<file path="src/design/mac_pkg.sv">
// constants, opcodes and shift modes for the fixed-point multiply-accumulate datapath
// assumes a single clock domain shared with the instruction sequencer
package mac_pkg;
  localparam int DATA_W = 16;
  localparam int ACC_W = 32;
  localparam int SHIFT_W = 5;
  localparam int BIT_SEL_W = 4;
  localparam logic [SHIFT_W-1:0] SCALE_MAX = 5'h10;
  localparam logic [ACC_W-1:0] ACC_RESET = 32'h0000_0000;
  localparam logic [DATA_W-1:0] OPERAND_RESET = 16'h0000;
  // product shift mode amounts, store shift width and accumulator bit indices
  localparam int PSHIFT_L1 = 1;
  localparam int PSHIFT_L4 = 4;
  localparam int PSHIFT_R6 = 6;
  localparam int OUT_SHIFT_W = 3;
  localparam int MSB = ACC_W - 1;
  localparam int NORM_TOP = ACC_W - 2;

  typedef enum logic [3:0] {
    OP_NOP  = 4'h0,
    OP_ADD  = 4'h1,
    OP_SUB  = 4'h2,
    OP_LOAD = 4'h3,
    OP_AND  = 4'h4,
    OP_OR   = 4'h5,
    OP_XOR  = 4'h6,
    OP_NORM = 4'h7,
    OP_ZERO = 4'h8,
    OP_NEG  = 4'h9
  } alu_op_t;

  typedef enum logic [1:0] {
    PM_NONE = 2'h0,
    PM_L1   = 2'h1,
    PM_L4   = 2'h2,
    PM_R6   = 2'h3
  } pshift_mode_t;

  typedef enum logic [2:0] {
    ST_IDLE  = 3'b001,
    ST_RUN   = 3'b010,
    ST_NORM  = 3'b100
  } norm_state_t;
endpackage

</file>
<file path="src/design/fixed_point_mac_datapath.sv">
// fixed-point ALU, accumulator, scaling shifter, output shifters and 16x16 multiplier
// assumes the sequencer presents opcode, shift counts and bus words on the same clock
// Function
// RL1: most ALU operations complete and write back in a single clock cycle.
// RL2: branch condition comes from ALU status or from one selected word bit.
// RL3: accumulator contents are offered as a jump target address.
// RL4: normalize shifts accumulator left one step while top two bits agree.
// RL5: a selected bit of a data memory word is tested for branching.
// RL6: ALU operand is accumulator plus product path or scaling shifter output.
// RL7: every ALU result is written back into the accumulator.
// RL8: accumulator is stored as separate upper and lower 16-bit halves.
// RL9: store path shifts the value; accumulator itself stays unchanged.
// RL10: scaling shifter takes 16-bit bus word, yields 32-bit ALU operand.
// RL11: scaling shift amount is 0 to 16 bits from the instruction.
// RL12: low bits vacated by the scaling shift become zero.
// RL13: high bits are zero or sign copies according to sign_extend_enable.
// RL14: multiplier forms a signed or unsigned 32-bit product in one cycle.
// RL15: mult_operand_reg holds one multiplier operand until reloaded.
// RL16: mult_result_reg captures and holds every product.
// RL17: multiply takes program-bus and data-bus operands together, one per cycle.
// RL18: product passes a four-mode shifter before reaching the ALU.
// RL19: modes are none, left one, left four, arithmetic right six.
`timescale 1ns/1ps
module fixed_point_mac_datapath
  import mac_pkg::*;
(
  // clock and reset
  input wire logic clock_in,
  input wire logic rstn_in,
  // instruction controls
  input wire logic [3:0] alu_op_in,
  input wire logic alu_src_prod_in,
  input wire logic [SHIFT_W-1:0] scale_shift_in,
  input wire logic sign_extend_enable_in,
  input wire logic [1:0] pshift_mode_in,
  // multiplier controls
  input wire logic operand_load_in,
  input wire logic mult_en_in,
  input wire logic mult_signed_in,
  // buses
  input wire logic [DATA_W-1:0] data_bus_in,
  input wire logic [DATA_W-1:0] prog_bus_in,
  // store and bit test
  input wire logic store_in,
  input wire logic store_upper_in,
  input wire logic [OUT_SHIFT_W-1:0] store_shift_in,
  input wire logic bit_test_in,
  input wire logic [BIT_SEL_W-1:0] bit_sel_in,
  // results
  output logic [ACC_W-1:0] acc_out,
  output logic [ACC_W-1:0] jump_target_out,
  output logic [DATA_W-1:0] store_data_out,
  output logic store_valid_out,
  output logic [ACC_W-1:0] mult_result_out,
  output logic [DATA_W-1:0] mult_operand_out,
  output logic acc_zero_out,
  output logic acc_neg_out,
  output logic carry_out,
  output logic overflow_out,
  output logic bit_test_out,
  output logic norm_done_out
);

  logic [ACC_W-1:0] acc_reg, acc_next;
  logic [DATA_W-1:0] mult_operand_reg;
  logic [ACC_W-1:0] mult_result_reg, mult_result_next;
  logic carry_reg, carry_next, overflow_reg, overflow_next;
  logic [DATA_W-1:0] store_data_reg;
  logic store_valid_reg, bit_test_reg, norm_done_reg, norm_done_next;
  logic acc_zero_reg, acc_neg_reg;

  // scaling shifter: operand extended to 32 bits first, then shifted
  wire logic [ACC_W-1:0] scale_ext;
  wire logic [SHIFT_W-1:0] scale_amt;
  wire logic [ACC_W-1:0] scale_out;
  assign scale_ext = sign_extend_enable_in ? {{DATA_W{data_bus_in[DATA_W-1]}}, data_bus_in} //RL13
                                           : {{DATA_W{1'b0}}, data_bus_in}; //RL10
  // counts above the maximum are clamped rather than wrapping into odd results
  assign scale_amt = (scale_shift_in > SCALE_MAX) ? SCALE_MAX : scale_shift_in; //RL11
  assign scale_out = scale_ext << scale_amt; //RL12

  // product shifter
  function automatic logic [ACC_W-1:0] pshift(input logic [ACC_W-1:0] p, input logic [1:0] m);
    logic [ACC_W-1:0] r;
    r = p;
    case (m)
      PM_L1: r = p << PSHIFT_L1;
      PM_L4: r = p << PSHIFT_L4;
      PM_R6: r = ACC_W'($signed(p) >>> PSHIFT_R6);
      default: r = p;
    endcase
    return r;
  endfunction

  wire logic [ACC_W-1:0] prod_shifted;
  wire logic [ACC_W-1:0] alu_b;
  assign prod_shifted = pshift(mult_result_reg, pshift_mode_in); //RL18 RL19
  assign alu_b = alu_src_prod_in ? prod_shifted : scale_out; //RL6

  // multiplier: both operands taken in the same cycle when loading and multiplying together
  wire logic [DATA_W-1:0] mul_a;
  wire logic [ACC_W:0] prod_s;
  wire logic [ACC_W-1:0] prod_u;
  assign mul_a = operand_load_in ? data_bus_in : mult_operand_reg; //RL17
  assign prod_s = ($signed({mul_a[DATA_W-1], mul_a}) * $signed({prog_bus_in[DATA_W-1], prog_bus_in}));
  assign prod_u = mul_a * prog_bus_in;
  assign mult_result_next = mult_en_in ? (mult_signed_in ? prod_s[ACC_W-1:0] : prod_u) //RL14
                                       : mult_result_reg;

  // arithmetic
  wire logic [ACC_W:0] sum, diff, negv;
  assign sum = {1'b0, acc_reg} + {1'b0, alu_b};
  assign diff = {1'b0, acc_reg} - {1'b0, alu_b};
  assign negv = {(ACC_W+1){1'b0}} - {1'b0, acc_reg};
  wire logic add_ovf, sub_ovf;
  assign add_ovf = (acc_reg[MSB] == alu_b[MSB]) && (sum[MSB] != acc_reg[MSB]);
  assign sub_ovf = (acc_reg[MSB] != alu_b[MSB]) && (diff[MSB] != acc_reg[MSB]);
  // normalize step: one bit per cycle while the two top bits agree and acc is nonzero
  wire logic norm_needed;
  assign norm_needed = (acc_reg[MSB] == acc_reg[NORM_TOP]) && (acc_reg != ACC_RESET); //RL4

  always_comb begin
    acc_next = acc_reg;
    carry_next = carry_reg;
    overflow_next = overflow_reg;
    norm_done_next = 1'b0;
    case (alu_op_t'(alu_op_in))
      OP_ADD: begin
        acc_next = sum[ACC_W-1:0]; //RL7
        carry_next = sum[ACC_W];
        overflow_next = add_ovf;
      end
      OP_SUB: begin
        acc_next = diff[ACC_W-1:0];
        carry_next = ~diff[ACC_W];
        overflow_next = sub_ovf;
      end
      OP_LOAD: acc_next = alu_b;
      OP_AND: acc_next = acc_reg & alu_b; //RL1
      OP_OR: acc_next = acc_reg | alu_b;
      OP_XOR: acc_next = acc_reg ^ alu_b;
      OP_ZERO: acc_next = ACC_RESET;
      OP_NEG: begin
        acc_next = negv[ACC_W-1:0];
        overflow_next = (acc_reg == {1'b1, {(ACC_W-1){1'b0}}});
      end
      OP_NORM: begin
        if (norm_needed) begin
          acc_next = acc_reg << 1; //RL4
        end else begin
          norm_done_next = 1'b1;
        end
      end
      default: acc_next = acc_reg;
    endcase
  end

  // store path: shift in a copy only, the accumulator is not touched
  wire logic [ACC_W+7:0] store_wide;
  wire logic [DATA_W-1:0] store_half;
  assign store_wide = {acc_reg, 8'h00} << store_shift_in; //RL9
  assign store_half = store_upper_in ? store_wide[ACC_W+7:DATA_W+8] : store_wide[DATA_W+7:8]; //RL8
  wire logic bit_sel_val;
  assign bit_sel_val = data_bus_in[(DATA_W-1) - bit_sel_in]; //RL5

  always_ff @(posedge clock_in or negedge rstn_in) begin
    if (!rstn_in) begin
      acc_reg <= ACC_RESET;
      carry_reg <= 1'b0;
      overflow_reg <= 1'b0;
      norm_done_reg <= 1'b0;
      mult_result_reg <= ACC_RESET;
      acc_zero_reg <= 1'b1;
      acc_neg_reg <= 1'b0;
    end else begin
      acc_reg <= acc_next;
      acc_zero_reg <= (acc_next == ACC_RESET); //RL2
      acc_neg_reg <= acc_next[MSB];
      carry_reg <= carry_next;
      overflow_reg <= overflow_next;
      norm_done_reg <= norm_done_next;
      mult_result_reg <= mult_result_next; //RL16
    end
  end

  always_ff @(posedge clock_in or negedge rstn_in) begin
    if (!rstn_in) begin
      mult_operand_reg <= OPERAND_RESET;
    end else if (operand_load_in) begin
      mult_operand_reg <= data_bus_in; //RL15
    end
  end

  always_ff @(posedge clock_in or negedge rstn_in) begin
    if (!rstn_in) begin
      store_data_reg <= OPERAND_RESET;
      store_valid_reg <= 1'b0;
      bit_test_reg <= 1'b0;
    end else begin
      store_valid_reg <= store_in;
      if (store_in) begin
        store_data_reg <= store_half;
      end
      if (bit_test_in) begin
        bit_test_reg <= bit_sel_val; //RL2
      end
    end
  end

  assign acc_out = acc_reg;
  assign jump_target_out = acc_reg; //RL3
  assign store_data_out = store_data_reg;
  assign store_valid_out = store_valid_reg;
  assign mult_result_out = mult_result_reg;
  assign mult_operand_out = mult_operand_reg;
  // flags are registered from the next value so they line up with acc_out
  assign acc_zero_out = acc_zero_reg; //RL2
  assign acc_neg_out = acc_neg_reg;
  assign carry_out = carry_reg;
  assign overflow_out = overflow_reg;
  assign bit_test_out = bit_test_reg;
  assign norm_done_out = norm_done_reg;

  // independent signed product for checking the multiplier
  wire logic signed [ACC_W-1:0] prod_check;
  assign prod_check = $signed(mul_a) * $signed(prog_bus_in);
endmodule

</file>
<file path="config.mk">
export PLATFORM = sky130hd
export DESIGN_NAME = fixed_point_mac_datapath
export DESIGN_NICKNAME = d
export VERILOG_FILES = /design/src/design/mac_pkg.sv /design/src/design/fixed_point_mac_datapath.sv
export SDC_FILE = /design/constraint.sdc
export NUM_CORES = 2
export LEC_CHECK = 0
export BUFFER_PORTS_ARGS = -buffer_cell sky130_fd_sc_hd__buf_4
export CORE_MARGIN = 4
export CORE_UTILIZATION = 30
export CTS_CLUSTER_SIZE = 28
export DETAILED_ROUTE_END_ITERATION = 8
export GPL_TIMING_DRIVEN = 1
export SYNTH_ARGS = -nofsm -noshare
export SYNTH_HDL_FRONTEND = slang
export SYNTH_SLANG_ARGS = --single-unit
export TNS_END_PERCENT = 20
</file>
<file path="constraint.sdc">
create_clock -name clock_in -period 18.55 [get_ports clock_in]
set_input_delay 0 -clock clock_in [delete_from_list [all_inputs] [get_ports clock_in]]
set_output_delay 0 -clock clock_in [all_outputs]
set_load 0.01 [all_outputs]
</file>
==> results by group <==
Worst setup path
  – Required @ worst endpoint: ~19 ns
  – Top Family by Delay on Critical Path: adder cells
  – Crit Path Max Fanout: 18
  – Critical path buffers and inverters: 6
  – Slowest cell on crit path: o41ai_1
  – Setup crit end kind: flip-flop
  – Crit Path Category: reg2reg
  – CP startpoint kind: flip-flop
  – CP peak stage delay: about 0.62 ns
  – Critical Path AT: between 7 and 8 ns

GRT
  – Gr busiest metal: met2
  – Vias in the first global route: approximately 27000
  – Met1 Use GR: 30.7%
  – Total grt overflow: 0
  – Initial antenna violation count: 16
  – Pin count of the biggest net entering global routing: 60
  – First-pass GRT wire length: 171000 um
  – GRT Overall Usage: 21.7%
  – Global Route met2 Usage: between 30% and 40%
  – GRT met3 Usage: around 6.3%

Route
  – Final wirelength: approximately 110000 um
  – DRC: 0
  – Drt first pass iters: 6
  – Via count: 26937
  – WL per Instance: 23.4 um
  – Vias per cell: roughly 5.5
  – Post-route ant nets: 0
  – Iter 0 DRT Violations: roughly 3000

Yosys
  – Sequential element share of the synthesized area: ~8.7%
  – Mapped Cells: 3564
  – Mean Syn Cell Area: 8.27 sq um
  – Yosys Warn Count: 0
  – Post-synthesis async set-or-reset flop share: 100%
  – Most area-consuming cells after synthesis: fa_1 25%, ha_1 11%, dfrtp_1 8.6%, inv_1 7.7%, nand2_1 3.8%
  – Synth cell types: slightly above 90
  – Top cell type's share of synthesized area: 25.0%
  – Top cell type by total area after synthesis: fa_1
  – Post-synth EDFFs: 0
  – Post-synthesis sequential element count: 102
  – Mapped Nets: between 4000 and 5000
  – Synth Cell Area: between 0.02 and 0.03 sq mm
  – Ys flop type: dfrtp_1

Clocking
  – Clock Tree Root: clkbuf_16
  – CTS Buffer Depth: 2
  – Clk sinks: about 100
  – CTS tree: done
  – Worst-Skew Late Latency: 0.44 ns
  – CTS clk-pin slew, worst paths: 0.09 ns
  – Setup Fix Bufs, Post-CTS: 0
  – TritonCTS Buffers: 9
  – H-tree lvl count: 3

Timing
  – Relative slew margins: between 20% and 30%
  – Final Hold Fails: 0
  – Final Max Tran Viols: 0
  – Fmax: around 0.13 GHz
  – Min Tclk post-route: 7.47 ns
  – RSZ-0062 raised after global routing: false
  – Fin Clk Skew: 0.0415 ns
  – Worst-margin pin slew: between 1 and 1.5 ns
  – Setup TNS: 0 ns
  – Tcrit/Tclk final: 40.3%
  – # setup viols final: 0

Placement
  – Buffers added on ports: between 150 and 200
  – HPWL Detailed: between 90000 and 100000 um
  – Final GP Congestion: about 1

Die
  – Die area: between 0.1 and 0.15 sq mm
  – Core Region: a little under 0.1 sq mm
  – Die Span X: approximately 320 um
  – IO Count: between 150 and 200
  – Die H: 321 um
  – FP Rows: 114
  – Starting Density: a little over 30%

Final layout
  – Filler cells: between 10000 and 15000
  – P&R area growth vs syn: 9.04%
  – Final net count: between 4000 and 5000
  – Share of layout cells above drive strength 1: a little over a tenth

Run
  – Max-cap viol count: 0

Worst hold path
  – Hold Crit Class: in2reg

Run status
  – Status: finished, final reports clean
path summary, 6_finish.rpt:
kind                       slack [ns]                start                   end  cells past startpoint
min                              0.03       prog_bus_in[0]    mult_result_out[0]                      3
max reg2reg                     11.08  mult_operand_out[8]   mult_result_out[30]                     26
min in group asynchronous        0.19              rstn_in           acc_out[21]                      2
max                             11.08  mult_operand_out[8]   mult_result_out[30]                     26
min reg2reg                      0.49    store_data_out[1]     store_data_out[1]                      1
max in group asynchronous       17.00              rstn_in  mult_operand_out[15]                      3
final cells by class:
cell class                 instances  area [sq um]  share of cell area [%]
timing repair buffer             231          1740                    5.42
clock buffer                       9           225                   0.701
sequential                       102          2550                    7.95
inverter                         604          2270                    7.06
clock inverter                     7          85.1                   0.265
multi-input combinational       2621         23600                    73.5
antenna                           12          30.0                  0.0935
tap                             1276          1600                    4.97
layer usage:
layer	vias up	wire [um]	part of all wire (%)
met5	-	53	0.047
met4	8	2910	2.6
met3	194	12600	11
met2	1437	47800	42
met1	13307	50200	44
li1	11991	-	-
cells by family (layout without fill, tap and decap cells):
group	after synthesis	count (layout)	synth area share [%]
other cells	0	12	0
flops	102	102	8.67
xor+xnor	108	108	3.21
mux	176	176	7.96
compound gates	767	767	17.5
buf+inv	841	851	11.2
simple gates	951	951	15.8
fa+ha+maj	619	619	35.7
cells in the mapped netlist, types with 63 or more instances:
cell	instances
a21oi_1	197
nand3_1	66
mux2i_1	96
xnor2_1	84
nand2_1	299
o21ai_0	144
fa_1	368
nor3_1	63
nor2_1	211
dfrtp_1	101
clkbuf_1	160
and2_1	129
inv_1	602
ha_1	251
cells in the final DEF, fill, tap and decap left out, types with 37 or more instances in the layout:
master,count
nand2_1,299
xnor2_1,84
mux2_2,37
o22ai_1,40
a21oi_1,197
fa_1,368
o21ai_0,144
nand3_1,66
mux2i_1,96
buf_4,228
dfrtp_1,101
nor2_1,210
a21o_1,45
inv_1,602
ha_1,251
and2_1,129
nor3_1,61
mux4_2,43
sequential cells by signal (all words and copies together), names as in the netlist:
register / flops
mult_operand_out: 16
store_valid_out: 1
store_data_out: 16
mult_result_out: 32
bit_test_out: 1
acc_neg_out: 1
acc_out: 31
acc_zero_out: 1
overflow_out: 1
carry_out: 1
norm_done_out: 1
worst reg2reg max path, stage by stage (launching register included):
cell and delay [ns]:
dfrtp_1 0.40, mux2_2 0.42, and2_1 0.24, fa_1 0.53, inv_1 0.05, fa_1 0.48
inv_1 0.06, fa_1 0.50, inv_1 0.06, fa_1 0.57, inv_1 0.06, fa_1 0.49
inv_1 0.06, fa_1 0.47, inv_1 0.04, ha_1 0.38, and3_1 0.20, and3_1 0.16
nand3_1 0.10, a211oi_1 0.52, nor3_1 0.23, o41ai_1 0.62, o41a_1 0.25, a31oi_1 0.11
xnor2_1 0.13, mux2i_1 0.13, a21oi_1 0.08
per-stage QoR:
step | cells | instance area, sq um | utilization, % | hold slack [ns] | setup slack [ns]
2_1_floorplan | 3564 | 29500 | - | -0.296 | 11.44
3_3_place_gp | 4831 | 31800 | 32.7 | 0.140 | 11.22
3_5_place_dp | 4831 | 31800 | 32.7 | 0.146 | 11.09
4_1_cts | 4850 | 32100 | 33.1 | 0.00420 | 11.13
5_1_grt | 4850 | 32100 | 33.1 | 0.0356 | 10.71
6_report | 4862 | 32100 | 33.1 | 0.0271 | 11.08
timing repair:
action,in CTS,in global routing
hold endpoints to repair,62,0
gates resized for setup,0,0
hold buffers,3,0
Power is left out: the tool's default activity adds up to more than one toggle a clock period on the data nets, which glitch-free logic cannot reach.
